--- config.mk ---
export PLATFORM = sky130hd
export DESIGN_NAME = dwss_slave
export DESIGN_NICKNAME = d
export VERILOG_FILES = /design/src/hw/dwss_shift.v /design/src/hw/dwss_slave.v /design/src/hw/dwss_sync.v
export VERILOG_INCLUDE_DIRS = /design/src /design/src/common
export SDC_FILE = /design/constraint.sdc
export NUM_CORES = 1
export LEC_CHECK = 0
export ABC_AREA = 1
export BUFFER_PORTS_ARGS = -buffer_cell sky130_fd_sc_hd__buf_2
export CORE_MARGIN = 1
export CORE_UTILIZATION = 30
export DETAILED_ROUTE_END_ITERATION = 8
export SETUP_SLACK_MARGIN = 0.05
export SLEW_MARGIN = 40
export SYNTH_ARGS = -nofsm -noshare
export SYNTH_HDL_FRONTEND = slang
export SYNTH_SLANG_ARGS = --single-unit
--- constraint.sdc ---
create_clock -name mclk -period 2.35 [get_ports mclk]
set_input_delay 0.47 -clock mclk [delete_from_list [all_inputs] [get_ports mclk]]
set_output_delay 0.47 -clock mclk [all_outputs]
set_load 0.01 [all_outputs]
--- src/common/dwss_map.vh ---
`ifndef DWSS_MAP_VH
`define DWSS_MAP_VH
// Command codes
`define DWSS_CMD_WRITE 4'h0
`define DWSS_CMD_READ 4'h1
`define DWSS_CMD_MS_RD 4'h2
`define DWSS_CMD_MS_WR 4'h3
`define DWSS_CMD_FLUSH 4'h4
`define DWSS_CMD_NV_ADDR 4'h5
`define DWSS_CMD_NV_WR 4'h6
`define DWSS_CMD_NV_RD 4'h7
`define DWSS_CMD_USB_ST 4'h8
`define DWSS_CMD_FIRST_RSV 4'h9
// Command byte positions
`define DWSS_POS_C3 0
`define DWSS_POS_C2 3
`define DWSS_POS_C1 5
`define DWSS_POS_C0 6
// Width codes: log2 of bus width
`define DWSS_W1 2'h0
`define DWSS_W2 2'h1
`define DWSS_W4 2'h2
`define DWSS_W8 2'h3
// Ack levels on the output line
`define DWSS_ACK 1'h0
`define DWSS_NAK 1'h1
// Reset values
`define DWSS_BYTE_RST 8'h00
`define DWSS_NV_ADDR_RST 8'h00
`define DWSS_LINES_IDLE 8'hFF
`endif

--- src/hw/dwss_shift.v ---
`timescale 1ns/100ps
`include "dwss_map.vh"
// Byte shifter for 1/2/4/8-bit lanes with bit order select
module dwss_shift (
    // Clock and reset
    input wire mclk,
    input wire rst,
    // Control
    input wire load,
    input wire [7:0] load_byte,
    input wire sample,
    input wire advance,
    input wire [1:0] width,
    input wire lsb_first,
    input wire [7:0] lines_in,
    // Results
    output reg [7:0] rx_byte,
    output reg [7:0] tx_lanes
);
    // Outgoing byte being emptied
    reg [7:0] tx_sr;

    // Bits per beat
    function [3:0] beat_bits;
        input [1:0] w;
        begin
            beat_bits = 4'h1 << w;
        end
    endfunction

    // Lanes of the next beat, lane 0 carries first bit in order
    function [7:0] lanes_of;
        input [7:0] b;
        input [1:0] w;
        input lsbf;
        integer i;
        reg [7:0] r;
        begin
            r = `DWSS_LINES_IDLE;
            for (i = 0; i < 8; i = i + 1) begin
                if (i < beat_bits(w)) begin
                    r[i] = lsbf ? b[i] : b[7 - i];
                end
            end
            lanes_of = r;
        end
    endfunction

    // Shift out after each beat
    always @(posedge mclk) begin
        if (rst) begin
            tx_sr <= `DWSS_BYTE_RST;
            tx_lanes <= `DWSS_LINES_IDLE;
        end else if (load) begin
            tx_sr <= load_byte;
            tx_lanes <= lanes_of(load_byte, width, lsb_first);
        end else if (advance) begin
            tx_sr <= lsb_first ? (tx_sr >> beat_bits(width)) : (tx_sr << beat_bits(width));
            tx_lanes <= lanes_of(lsb_first ? (tx_sr >> beat_bits(width))
                : (tx_sr << beat_bits(width)), width, lsb_first);
        end
    end

    // Gather incoming lanes
    always @(posedge mclk) begin
        if (rst) begin
            rx_byte <= `DWSS_BYTE_RST;
        end else if (sample) begin
            case (width)
                `DWSS_W8: rx_byte <= lsb_first ? lines_in
                    : {lines_in[0], lines_in[1], lines_in[2], lines_in[3],
                       lines_in[4], lines_in[5], lines_in[6], lines_in[7]};
                `DWSS_W4: rx_byte <= lsb_first ? {lines_in[3:0], rx_byte[7:4]}
                    : {rx_byte[3:0], lines_in[0], lines_in[1], lines_in[2], lines_in[3]};
                `DWSS_W2: rx_byte <= lsb_first ? {lines_in[1:0], rx_byte[7:2]}
                    : {rx_byte[5:0], lines_in[0], lines_in[1]};
                default: rx_byte <= lsb_first ? {lines_in[0], rx_byte[7:1]}
                    : {rx_byte[6:0], lines_in[0]};
            endcase
        end
    end
endmodule

--- src/hw/dwss_slave.v ---
`timescale 1ns/100ps
`include "dwss_map.vh"

// Summary of operation
// Decode 4-bit command; 0 write, 1 read
// Codes 9 to 15 do nothing
// Command 2 returns RTS and DTR
// Command 3 sets DCD, RI, DSR, CTS
// Command 4 pulses flush to upstream buffers
// Command 5 captures memory address
// Command 6 writes memory at address
// Command 7 returns memory at address
// Command 8 returns 2-bit USB state
// Bit order from configuration memory
// Phase 1 only: modes 1 and 3
// Polarity sets idle clock level
// Master uses same polarity and phase
// Odd edges drive data bits
// Even edges sample data bits
// Idle drives status; master drives after edge 1
// Works without knowing clock rate
// Width from first edge line levels
// Ack or nak per data byte
// Idle lines show write space, read data
// Command bits at positions 0,3,5,6
// Polarity and order latched between transfers
module dwss_slave (
    // Clock and reset
    input wire mclk,
    input wire rst,
    // Link pins
    input wire sclk,
    input wire cs_n,
    input wire [7:0] bidir_data_lines_in,
    output reg [7:0] bidir_data_lines_out,
    output reg [7:0] bidir_data_lines_oe,
    output reg miso,
    // Configuration from nonvolatile_config_memory
    input wire cfg_cpol,
    input wire cfg_lsb_first,
    // Receive path (bytes to master)
    input wire rd_valid,
    input wire [7:0] rd_data,
    output reg rd_pop,
    // Transmit path (bytes from master)
    input wire wr_space,
    output reg wr_push,
    output reg [7:0] wr_data,
    // Modem emulation
    input wire modem_rts,
    input wire modem_dtr,
    output reg [3:0] modem_status,
    // Flush request
    output reg flush_req,
    // Nonvolatile memory access
    output reg [7:0] nv_addr,
    output reg nv_we,
    output reg [7:0] nv_wdata,
    input wire [7:0] nv_rdata,
    // USB state
    input wire [1:0] usb_state
);
    // States
    localparam ST_IDLE = 4'b0001;
    localparam ST_CMD = 4'b0010;
    localparam ST_DATA = 4'b0100;
    localparam ST_DONE = 4'b1000;

    // Synchronised pins
    wire [9:0] pins_s;
    wire sclk_s = pins_s[9];
    wire cs_n_s = pins_s[8];
    wire [7:0] lines_s = pins_s[7:0];

    // Latched configuration, sequencer state and shifter controls
    reg cpol;
    reg lsb_first;
    reg sclk_d;
    reg [3:0] state;
    reg [1:0] width;
    reg [3:0] cmd;
    reg edge_odd;
    reg [3:0] beats;
    reg [7:0] load_byte;
    reg load;
    reg sample;
    reg advance;
    wire [7:0] rx_byte;
    wire [7:0] tx_lanes;

    // Edge detection on synced clock
    wire any_edge = (sclk_s != sclk_d);
    // Leading edge leaves idle level
    wire lead_edge = any_edge & (sclk_d == cpol);

    // Command decoding helpers
    function cmd_is_read;
        input [3:0] c;
        begin
            cmd_is_read = (c == `DWSS_CMD_READ) || (c == `DWSS_CMD_MS_RD) ||
                (c == `DWSS_CMD_NV_RD) || (c == `DWSS_CMD_USB_ST);
        end
    endfunction

    function cmd_is_write;
        input [3:0] c;
        begin
            cmd_is_write = (c == `DWSS_CMD_WRITE) || (c == `DWSS_CMD_MS_WR) ||
                (c == `DWSS_CMD_NV_ADDR) || (c == `DWSS_CMD_NV_WR);
        end
    endfunction

    // Beats per byte minus one
    function [3:0] last_beat;
        input [1:0] w;
        begin
            last_beat = (4'h8 >> w) - 4'h1;
        end
    endfunction

    // Pin synchroniser
    dwss_sync #(
        .WIDTH(10)
    ) u_sync (
        .mclk(mclk),
        .rst(rst),
        .async_in({sclk, cs_n, bidir_data_lines_in}),
        .sync_out(pins_s)
    );

    // Lane shifter
    dwss_shift u_shift (
        .mclk(mclk),
        .rst(rst),
        .load(load),
        .load_byte(load_byte),
        .sample(sample),
        .advance(advance),
        .width(width),
        .lsb_first(lsb_first),
        .lines_in(lines_s),
        .rx_byte(rx_byte),
        .tx_lanes(tx_lanes)
    );

    // Byte to return for the current read command
    always @* begin
        case (cmd)
            `DWSS_CMD_READ: load_byte = rd_data;
            `DWSS_CMD_MS_RD: load_byte = {6'h00, modem_dtr, modem_rts};
            `DWSS_CMD_NV_RD: load_byte = nv_rdata;
            `DWSS_CMD_USB_ST: load_byte = {6'h00, usb_state};
            default: load_byte = `DWSS_BYTE_RST;
        endcase
    end

    // Per-byte ready flag
    wire byte_ok = (cmd == `DWSS_CMD_READ) ? rd_valid :
        (cmd == `DWSS_CMD_WRITE) ? wr_space : 1'b1;

    // Main sequencer; rate-independent, edges only
    always @(posedge mclk) begin
        if (rst) begin
            state <= ST_IDLE;
            cpol <= 1'b0;
            lsb_first <= 1'b0;
            sclk_d <= 1'b0;
            width <= `DWSS_W1;
            cmd <= `DWSS_CMD_WRITE;
            edge_odd <= 1'b1;
            beats <= 4'h0;
            load <= 1'b0;
            sample <= 1'b0;
            advance <= 1'b0;
            bidir_data_lines_out <= `DWSS_LINES_IDLE;
            bidir_data_lines_oe <= 8'h00;
            miso <= `DWSS_NAK;
            rd_pop <= 1'b0;
            wr_push <= 1'b0;
            wr_data <= `DWSS_BYTE_RST;
            modem_status <= 4'h0;
            flush_req <= 1'b0;
            nv_addr <= `DWSS_NV_ADDR_RST;
            nv_we <= 1'b0;
            nv_wdata <= `DWSS_BYTE_RST;
        end else begin
            sclk_d <= sclk_s;
            load <= 1'b0;
            sample <= 1'b0;
            advance <= 1'b0;
            rd_pop <= 1'b0;
            wr_push <= 1'b0;
            flush_req <= 1'b0;
            nv_we <= 1'b0;
            if (cs_n_s) begin
                // Idle: show buffer status, take config
                state <= ST_IDLE;
                cpol <= cfg_cpol;
                lsb_first <= cfg_lsb_first;
                edge_odd <= 1'b1;
                sclk_d <= cfg_cpol;
                bidir_data_lines_oe <= 8'h01;
                bidir_data_lines_out <= {7'h7F, wr_space};
                miso <= rd_valid;
            end else begin
                case (state)
                    ST_IDLE: begin
                        // Turnaround: release lines
                        bidir_data_lines_oe <= 8'h00;
                        miso <= `DWSS_ACK;
                        state <= ST_CMD;
                    end
                    ST_CMD: begin
                        if (any_edge) begin
                            edge_odd <= ~edge_odd;
                            if (edge_odd) begin
                                // First edge: width from lines
                                if (!(&lines_s[7:4])) width <= `DWSS_W8;
                                else if (!(&lines_s[3:2])) width <= `DWSS_W4;
                                else if (!lines_s[1]) width <= `DWSS_W2;
                                else width <= `DWSS_W1;
                            end else begin
                                // Second edge: sample command
                                cmd <= {lines_s[`DWSS_POS_C3], lines_s[`DWSS_POS_C2],
                                    lines_s[`DWSS_POS_C1], lines_s[`DWSS_POS_C0]};
                                beats <= 4'h0;
                                state <= ST_DATA;
                                load <= 1'b1;
                            end
                        end
                    end
                    ST_DATA: begin
                        if (any_edge) begin
                            edge_odd <= ~edge_odd;
                            if (edge_odd) begin
                                // Drive edge
                                miso <= byte_ok ? `DWSS_ACK : `DWSS_NAK;
                                if (cmd_is_read(cmd) && byte_ok) begin
                                    bidir_data_lines_oe <= 8'hFF;
                                    bidir_data_lines_out <= tx_lanes;
                                    advance <= 1'b1;
                                end else begin
                                    bidir_data_lines_oe <= 8'h00;
                                end
                            end else begin
                                // Sample edge
                                if (cmd_is_write(cmd)) sample <= 1'b1;
                                if (beats == last_beat(width)) begin
                                    beats <= 4'h0;
                                    state <= ST_DONE;
                                end else begin
                                    beats <= beats + 4'h1;
                                end
                            end
                        end
                        if (cmd == `DWSS_CMD_FLUSH || cmd >= `DWSS_CMD_FIRST_RSV) begin
                            // Flush pulses once; reserved are no-ops
                            if (cmd == `DWSS_CMD_FLUSH) flush_req <= 1'b1;
                            state <= ST_DONE;
                            beats <= 4'hF;
                        end
                    end
                    ST_DONE: begin
                        // Byte complete: commit once the shifter has taken the last beat
                        if (beats != 4'hF && !sample) begin
                            case (cmd)
                                `DWSS_CMD_WRITE: begin
                                    wr_push <= byte_ok;
                                    wr_data <= rx_byte;
                                end
                                `DWSS_CMD_READ: rd_pop <= byte_ok;
                                `DWSS_CMD_MS_WR: modem_status <= rx_byte[3:0];
                                `DWSS_CMD_NV_ADDR: nv_addr <= rx_byte;
                                `DWSS_CMD_NV_WR: begin
                                    nv_we <= 1'b1;
                                    nv_wdata <= rx_byte;
                                end
                                default: begin
                                end
                            endcase
                            state <= ST_DATA;
                            load <= 1'b1;
                        end
                    end
                    default: state <= ST_IDLE;
                endcase
            end
        end
    end
endmodule

--- src/hw/dwss_sync.v ---
`timescale 1ns/100ps
// Two-flop synchroniser, one per bit
module dwss_sync #(
    parameter WIDTH = 1
) (
    // Clock and reset
    input wire mclk,
    input wire rst,
    // Data
    input wire [WIDTH-1:0] async_in,
    output reg [WIDTH-1:0] sync_out
);
    // First stage, read only by second stage
    reg [WIDTH-1:0] meta;

    // Two stage capture
    always @(posedge mclk) begin
        if (rst) begin
            meta <= {WIDTH{1'b0}};
            sync_out <= {WIDTH{1'b0}};
        end else begin
            meta <= async_in;
            sync_out <= meta;
        end
    end
endmodule

==> impl_metrics.tcl, run 1 <==
set metrics [dict create \
    antennaDiodeCount 0 \
    drc 0 \
    total_power_uw 3730 \
    min_path_type "in2reg" \
    critPathTopFamily "simple AND/OR/NAND/NOR gates" \
    final_nets 908 \
    min_path_cells 3 \
    drt-pass1-iter-count 5 \
    hold_viol_final 0 \
    ant_nets 0 \
    antenna_found_initial 0 \
    worstSetupPathType "reg2reg" \
    die_y_um 136 \
    r2r_start "width[0]" \
    post_cts_resized 0 \
    cp.depth 12 \
    grt_pass1_vias 4917 \
    fillers 1875 \
    synth_edf_count 0 \
    overflow 0 \
    cts_made_buffers 9 \
    placed_area_um2 5950 \
    yosysWarnings 0 \
    io_buffers 84 \
    yosys.area_share.adder_pct 0.467 \
    synth.top_cell.area_share_pct 39.9 \
    ys_types 38 \
    finalCritPeriodShare_pct 90.2 \
    syn_nets 840 \
    critical_path_buf_inv_count 1 \
    async_reset_ff_share_pct 0 \
    cp-startpoint "width[0]" \
    synth_top_family_by_area "simple AND/OR/NAND/NOR gates" \
    min_from "bidir_data_lines_in[3]" \
    synthFlopType "dfxtp_1" \
    slowest_delay_ns 0.56 \
    avgSynthCellArea_um2 6.69 \
    p_leak_uw 0.00280 \
    synth_seq_cells 107 \
    vias_per_cell 4.75 \
    crit_required_ns 2.65 \
    grt_max_degree 47 \
    period_needed_ns 2.12 \
    cp_slowest_cell "dfxtp_1" \
    drtIter0Drc 476 \
    layout-drive-gt1-share_pct 15.1 \
    power_density_nw_per_um2 596 \
    irDropWorstVdd_uv 354 \
    rsz0062_at_grt "no" \
    critPathLaunchType "register" \
    synthesis.area_um2 5360 \
    report.final.slew_viol_count 0 \
    cp_cell_sequence "inv_1 > nand2_1 > ha_1 > nand2_1 > nand2_1 > nor2_1 > nand3_1 > nand3_1 > nand2_1 > nand2_1 > nand2_1 > nor2_1" \
    fin_util_pct 36.0 \
    cts_post_setup_buffers_inserted 0 \
    worst_slew_pin_slew_ns 0.676 \
    synth.area.mux_share_pct 0 \
    fmax_mhz 472 \
    area_growth_pct 16.4 \
    syn-instance-count 802 \
    synth_compound_area_share_pct 19.3 \
    initial_core_util_pct 30.9 \
    setup_viol 0 \
    slew_headroom_pct 54.9 \
    cts_sinks 107 \
    cap_violations 0 \
    r2r_cells 12 \
    crit_top_cell "nand2_1" \
    yosys.area_share.xor_xnor_pct 0.327 \
    grt_first_pass_wirelength_um 24200 \
    setup_tns_ns 0 \
    tritoncts "yes" \
    ys_seq_area_share_pct 39.9 \
    yosys.area_share.simple_pct 28.2 \
    end_kind "register" \
    grt_util_all_layers_pct 16.7 \
    vias 5228 \
    cts_buffer_depth 2 \
    htree_levels 3 \
    hold_buffers 0 \
    fin_area_um2 6250 \
    wl_per_cell_um 13.4 \
    coreArea_um2 17400 \
    die_w_um 136 \
    place_congestion 0.893 \
    ios 85 \
    arrival_ns 2.42 \
    path_clk_slew_ns 0.07 \
    dieArea_um2 18400 \
    critPathMaxFanout 12 \
    hpwlAfterDp_um 10800 \
    fin_skew_ns 0.0105 \
    yosys-top-cells-area "dfxtp_1, nand2_1, o21ai_0" \
    wl_um 14800 \
    outcome "finished clean" \
    clock_latency_ns 0.35 \
    root_buffer "clkbuf_16" \
    yosys.area.top_type "dfxtp_1" \
    row_count 48 \
]
[tightest hold or removal path, stage by stage]
cell and delay (ns):
buf_2 0.07, inv_1 0.03, nor2_1 0.06
[layer usage]
metal | routed length (µm) | up-vias | global-route usage, %
li1 | - | 2724 | -
met1 | 6910 | 2345 | 21.7
met2 | 6850 | 136 | 27.2
met3 | 710 | 23 | 2.73
met4 | 308 | 0 | 6.80
met5 | 0 | - | 0
[cells in the final DEF (no fill, tap or decap), drive strengths merged]
cell / Yosys / routed
o211ai: 10 / 10
and3: 1 / 1
clkinv: 3 / 6
a31oi: 6 / 6
o31ai: 2 / 2
nand3: 56 / 56
a21oi: 79 / 79
inv: 113 / 114
nand2: 190 / 190
o21ai: 93 / 93
o32ai: 1 / 1
nand4: 12 / 12
nor4: 3 / 3
a21boi: 1 / 1
buf: 21 / 94
a211oi: 2 / 2
nor2: 76 / 76
nor3: 6 / 6
xor2: 2 / 2
clkbuf: 16 / 12
ha: 2 / 2
dfxtp: 107 / 107
[cell families (layout without fill, tap and decap cells)]
kind of cell / Yosys count / in the layout
xor gates and xnor gates: 2 / 2
buffers and inverters: 153 / 226
DFF: 107 / 107
and+or+nand+nor: 344 / 344
AOI/OAI and AO/OA: 194 / 194
adders and majority gates: 2 / 2
[final timing paths]
check                                          end  slack, ns
worst max-delay path                      state[2]       0.23
worst min-delay path                u_sync.meta[3]       0.31
worst max register to register            state[2]       0.23
worst min register to register  u_sync.sync_out[7]       0.40
[report_power, final]
part / internal, µW / switching (µW) / leakage (µW)
Sequential: 1860 / 34.5 / 0.000869
Clock: 812 / 683 / 0.000149
Combinational: 112 / 221 / 0.00179
Total: 2790 / 939 / 0.00280
[synthesized netlist by cell type (7+ instances only)]
| library cell | number |
|---|---|
| nand2_1 | 188 |
| buf_4 | 7 |
| o211ai_1 | 10 |
| buf_2 | 10 |
| nand3_1 | 53 |
| nand4_1 | 11 |
| nor2_1 | 67 |
| inv_1 | 111 |
| o21ai_0 | 90 |
| a21oi_1 | 79 |
| clkbuf_1 | 15 |
| dfxtp_1 | 107 |
[through the flow]
stage	hold WS (ns)	setup slack [ns]	cells
4_1_cts	0.300	0.240	1100
3_3_place_gp	0.394	0.394	1084
6_report	0.314	0.230	1100
3_5_place_dp	0.392	0.268	1084
2_1_floorplan	0.388	0.655	802
5_1_grt	0.310	0.0722	1100
[registers in the layout, summed over array words and instances, names as in the netlist, 2 cells and up]
signal and count:
cmd 4, u_sync.sync_out 10, beats 4, width 2
bidir_data_lines_oe 2, wr_data 8, u_shift.tx_lanes 8, state 4
u_shift.rx_byte 8, nv_wdata 8, bidir_data_lines_out 8, modem_status 4
nv_addr 8, u_shift.tx_sr 8, u_sync.meta 10
[area by class of cell]
cell class	count	area (µm²)	share of cell area (%)
flip-flops and latches	107	2140	34.3
clock buffers	12	267	4.27
clock inverters	4	31.3	0.501
repair buffers	94	495	7.93
well taps	225	282	4.51
inverters	116	435	6.97
multi-input cells	542	2590	41.5
(Power assumes the default switching activity.)
==> run 2, diff against run 1 <==
- ABC_AREA: 1 -> default
==> impl_metrics.tcl, run 2 <==
set metrics [dict create \
    outcome "finished clean" \
    min_path_type "in2reg" \
    ant_nets 0 \
    timing.rr.end "beats[2]" \
    antenna_found_initial 0 \
    die_y_um 136 \
    async_reset_ff_share_pct 0 \
    synthesis.area_um2 5400 \
    cp.depth 5 \
    cts_post_setup_buffers_inserted 0 \
    dieArea_um2 18500 \
    cts_made_buffers 9 \
    grt_first_pass_wirelength_um 22200 \
    synthFlopType "dfxtp_1" \
    wl_met1_um 6530 \
    slew_headroom_pct 62.3 \
    irDropWorstVdd_uv 425 \
    layout-drive-gt1-share_pct 26.4 \
    cp_slowest_cell "dfxtp_1" \
    rsz0062_at_grt "no" \
    initial_core_util_pct 31.0 \
    wl_um 13900 \
    path_clk_slew_ns 0.08 \
    avgSynthCellArea_um2 9.37 \
    fillers 1833 \
    end_kind "register" \
    yosysMostFrequentCell "dfxtp_1" \
    syn_nets 614 \
    yosysWarnings 0 \
    io_buffers 84 \
    setup_viol 0 \
    hold_viol_final 0 \
    drtIter0Drc 308 \
    final_nets 685 \
    ys_seq_area_share_pct 39.7 \
    root_buffer "clkbuf_16" \
    vias_per_cell 5.11 \
    cp-startpoint "cmd[2]" \
    grt_util_all_layers_pct 15.6 \
    mostFrequentLayoutCells "dfxtp_1, buf_2, nor2_1" \
    setup_tns_ns 0 \
    endpoint "beats[2]" \
    hold_buffers 0 \
    critical_path_buf_inv_count 0 \
    drt-pass1-iter-count 5 \
    coreArea_um2 17400 \
    p_leak_uw 0.00256 \
    tritoncts "yes" \
    synth_edf_count 0 \
    yosys-top-cells-area "dfxtp_1, mux2i_1, mux4_2" \
    yosys.area.top_type "dfxtp_1" \
    clock_latency_ns 0.36 \
    ys_types 70 \
    reg_top3 "u_sync.meta (10), u_sync.sync_out (10)" \
    cts_buffer_depth 2 \
    slowest_delay_ns 0.64 \
    total_power_uw 3870 \
    grt_max_degree 40 \
    arrival_ns 2.40 \
    row_count 48 \
    antennaDiodeCount 0 \
    drc 0 \
    r2r_start "cmd[2]" \
    r2r_cells 5 \
    ys_top_cells_by_count "dfxtp_1, nor2_1, mux2i_1, nand2_1, clkbuf_1" \
    worstSetupPathType "reg2reg" \
    finalCritPeriodShare_pct 89.2 \
    final_common_cell "dfxtp_1" \
    cp_cell_sequence "or3b_1 > and2_0 > and3_1 > nor3_2 > a32o_1" \
    crit_required_ns 2.66 \
    wl_met2_um 6540 \
    cts_sinks 107 \
    worst_slew_pin_slew_ns 0.562 \
    fin_skew_ns 0.00915 \
    hpwlAfterDp_um 10100 \
    vias 4480 \
    wl_per_cell_um 15.8 \
    met3WireLength_um 678 \
    critPathLaunchType "register" \
    report.final.slew_viol_count 0 \
    critPathTopFamily "simple AND/OR/NAND/NOR gates" \
    ios 85 \
    synth_seq_cells 107 \
    overflow 0 \
    post_cts_resized 0 \
    cap_violations 0 \
    dr.max_layer_used "met4" \
    place_congestion 0.883 \
    synth.top_cell.area_share_pct 39.7 \
    grt_pass1_vias 4118 \
    htree_levels 3 \
    ff2ff_setup_slack_ns 0.25 \
    syn-instance-count 576 \
    critPathMaxFanout 14 \
    period_needed_ns 2.10 \
    fmax_mhz 477 \
    die_w_um 136 \
    area_growth_pct 17.7 \
    power_density_nw_per_um2 609 \
]
[run 2: cell types whose count changed in the layout (fill, tap and decap cells not counted), sizes merged, moves of 21 or more]
| cell | before | now |
|---|---|---|
| a21oi | 79 | 24 |
| buf | 94 | 115 |
| inv | 114 | 8 |
| mux2i | 0 | 57 |
| nand2 | 190 | 45 |
| nand3 | 56 | 17 |
| nor2b | 0 | 22 |
| o21ai | 93 | 19 |
[run 2: how the worst min path moves through the flow]
stage	startpoint	endpoint	slack (ns)	depth (start not counted)
6_report	bidir_data_lines_in[7]	u_sync.meta[7]	0.31	2
2_1_floorplan	u_sync.meta[0]	u_sync.sync_out[0]	0.41	1
5_1_grt	bidir_data_lines_in[6]	u_sync.meta[6]	0.30	2
3_5_place_dp	u_sync.meta[9]	u_sync.sync_out[9]	0.42	1
3_3_place_gp	u_sync.meta[0]	u_sync.sync_out[0]	0.43	1
4_1_cts	bidir_data_lines_in[7]	u_sync.meta[7]	0.30	2
[run 2: cells by family after synthesis]
family          synth area share, %
flops                          39.7
xor+xnor                       1.46
buf+inv                        5.66
simple gates                   20.8
fa+ha+maj                     0.464
mux                            18.1
compound gates                 13.8
[run 2: where the power goes]
| group | internal (µW) | switching (µW) |
|---|---|---|
| clock | 762 | 783 |
| sequential | 1870 | 50.9 |
| combinational | 185 | 220 |
| total | 2810 | 1050 |
[run 2: stage by stage]
stage	hold WS [ns]	worst slack [ns]	utilization (%)	instance area (µm²)	cells
6_report	0.312	0.254	36.5	6350	877
4_1_cts	0.296	0.227	36.5	6350	877
3_3_place_gp	0.428	0.234	34.7	6050	861
5_1_grt	0.304	0.130	36.5	6350	877
3_5_place_dp	0.423	0.251	34.7	6050	861
2_1_floorplan	0.414	0.0648	-	5410	576
[run 2: area by class of cell]
cell class	instances	area, µm²	share of cell area (%)
inverters	5	18.8	0.296
clock inverters	7	78.8	1.24
repair buffers	115	653	10.3
flip-flops and latches	107	2140	33.7
well taps	225	282	4.43
clock buffers	9	225	3.55
multi-input cells	409	2950	46.5
[run 2: metal layers]
metal  vias up  global-route usage, %
li1       2212                      -
met1      2128                   20.8
met2       129                   24.8
met3        11                   3.91
met4         0                   4.32
met5         -                      0
==> run 3, diff against run 2 <==
- clock period: 2.35 -> 2 ns (I/O delays scaled with it)
==> impl_metrics.tcl, run 3 (synthesis gave the netlist of run 2 again) <==
set metrics [dict create \
    vias_per_cell 5.09 \
    pwr-share-comb_pct 11.2 \
    use_met3_pct 3.36 \
    path_clk_slew_ns 0.08 \
    initial_core_util_pct 31.0 \
    area_growth_pct 21.5 \
    drtIter0Drc 359 \
    grt_first_pass_wirelength_um 22300 \
    htree_levels 3 \
    total_power_uw 4560 \
    ant_nets 0 \
    mostFrequentLayoutCells "dfxtp_1, buf_2, nor2_1" \
    p_sw_uw 1240 \
    fin_area_um2 6560 \
    end_kind "register" \
    wl_um 14000 \
    io_buffers 84 \
    switching_share_pct 27.2 \
    r2r_start "width[1]" \
    setup_viol 0 \
    fmax_mhz 531 \
    antennaDiodeCount 0 \
    grtUsageMet1_pct 21.1 \
    crit_required_ns 2.30 \
    vias 4532 \
    cp_slowest_cell "dfxtp_1" \
    critPathTopFamily "compound AO/OA/AOI/OAI gates" \
    r2r_cells 7 \
    critPathMaxFanout 4 \
    layout-drive-gt1-share_pct 29.1 \
    cts_buffer_depth 2 \
    grt_pass1_vias 4182 \
    min_path_cells 2 \
    hpwlAfterDp_um 10000 \
    irDropWorstVdd_uv 509 \
    root_buffer "clkbuf_16" \
    worstSetupPathType "reg2reg" \
    drc 0 \
    p_leak_uw 0.00264 \
    worstHoldEndpoint "u_sync.meta[5]" \
    seq_power_share_pct 49.2 \
    reg_top3 "u_sync.meta (10), u_sync.sync_out (10)" \
    report.final.slew_viol_count 0 \
    antenna_found_initial 0 \
    holdWs_ns 0.244 \
    ios 85 \
    fin_skew_ns 0.00650 \
    cp_cell_sequence "nand2_1 > ha_4 > xnor2_1 > a211oi_2 > a21oi_1 > a311oi_2 > o221a_2" \
    placed_area_um2 6170 \
    grt_max_degree 44 \
    ff2ff_setup_slack_ns 0.12 \
    final_common_cell "dfxtp_1" \
    period_needed_ns 1.88 \
    p_clk_share_pct 39.6 \
    cts_sinks 107 \
    slew_headroom_pct 69.5 \
    busiest_layer "met2" \
    die_y_um 136 \
    final_nets 699 \
    die_w_um 136 \
    dieArea_um2 18500 \
    globalRouteMet2Util_pct 24.5 \
    clock_latency_ns 0.36 \
    p_int_uw 3320 \
    grt_util_all_layers_pct 15.5 \
    tritoncts "yes" \
    slowest_delay_ns 0.43 \
    worst_slew_pin_slew_ns 0.455 \
    critPathLaunchType "register" \
    power_density_nw_per_um2 694 \
    min_from "bidir_data_lines_in[5]" \
    timing.rr.end "state[3]" \
    rsz0062_at_grt "no" \
    arrival_ns 2.19 \
    place_congestion 0.875 \
    wl_per_cell_um 15.7 \
    cts_made_buffers 9 \
    overflow 0 \
    cap_violations 0 \
    critical_path_buf_inv_count 0 \
    coreArea_um2 17400 \
    outcome "finished clean" \
    drt-pass1-iter-count 5 \
    row_count 48 \
    min_path_type "in2reg" \
    finalCritPeriodShare_pct 94.2 \
    hold_viol_final 0 \
    setup_tns_ns 0 \
]
## run 3: power groups by stage
stage | Sequential (µW) | Clock (µW) | Combinational (µW)
2_1_floorplan | 2300 | 0 | 331
3_3_place_gp | 2290 | 0 | 502
3_5_place_dp | 2290 | 0 | 503
4_1_cts | 2240 | 1870 | 505
5_1_grt | 2250 | 1940 | 559
6_report | 2240 | 1800 | 510
## run 3: routing by layer
| layer | up-vias | share of wire (%) |
|---|---|---|
| met5 | - | 0 |
| li1 | 2246 | - |
| met4 | 0 | 1.5 |
| met1 | 2149 | 47 |
| met3 | 16 | 5.2 |
| met2 | 121 | 46 |
## run 3: what timing repair did
| item | 4_1_cts | 5_1_grt |
|---|---|---|
| hold buffers | 0 | 0 |
| buffers inserted | 0 | 1 |
| gates resized for setup | 0 | 20 |
| endpoints found under the setup margin | 0 | 29 |
## run 3: area by class of cell
class | instances | area, µm²
clock inverter | 7 | 78.8
multi-input combinational | 409 | 3020
timing repair buffer | 129 | 786
inverter | 5 | 18.8
clock buffer | 9 | 225
tap | 225 | 282
fill | 1793 | 10900
sequential | 107 | 2150
## run 3: worst max-delay path by stage
stage,from,to,depth (start not counted),slack (ns)
6_report,width[1],state[3],7,0.12
5_1_grt,width[0],state[3],7,0.02
4_1_cts,width[1],state[3],7,0.07
3_5_place_dp,beats[1],modem_status[2],7,0.09
3_3_place_gp,width[1],state[3],7,0.13
2_1_floorplan,width[0],state[3],11,-0.10
## run 3: metrics by stage
step | worst slack (ns) | utilization [%] | std cells
finish | 0.116 | 37.7 | 891
global placement | 0.129 | 35.4 | 873
floorplan | -0.101 | - | 576
detailed placement | 0.0876 | 35.4 | 873
CTS | 0.0716 | 37.2 | 889
global route | 0.0241 | 37.7 | 891
## run 3: worst register-to-register path: stages, from the launching register on
cell and delay, ns:
dfxtp_1 0.43, nand2_1 0.14, ha_4 0.26, xnor2_1 0.13, a211oi_2 0.20, a21oi_1 0.11
a311oi_2 0.32, o221a_2 0.23
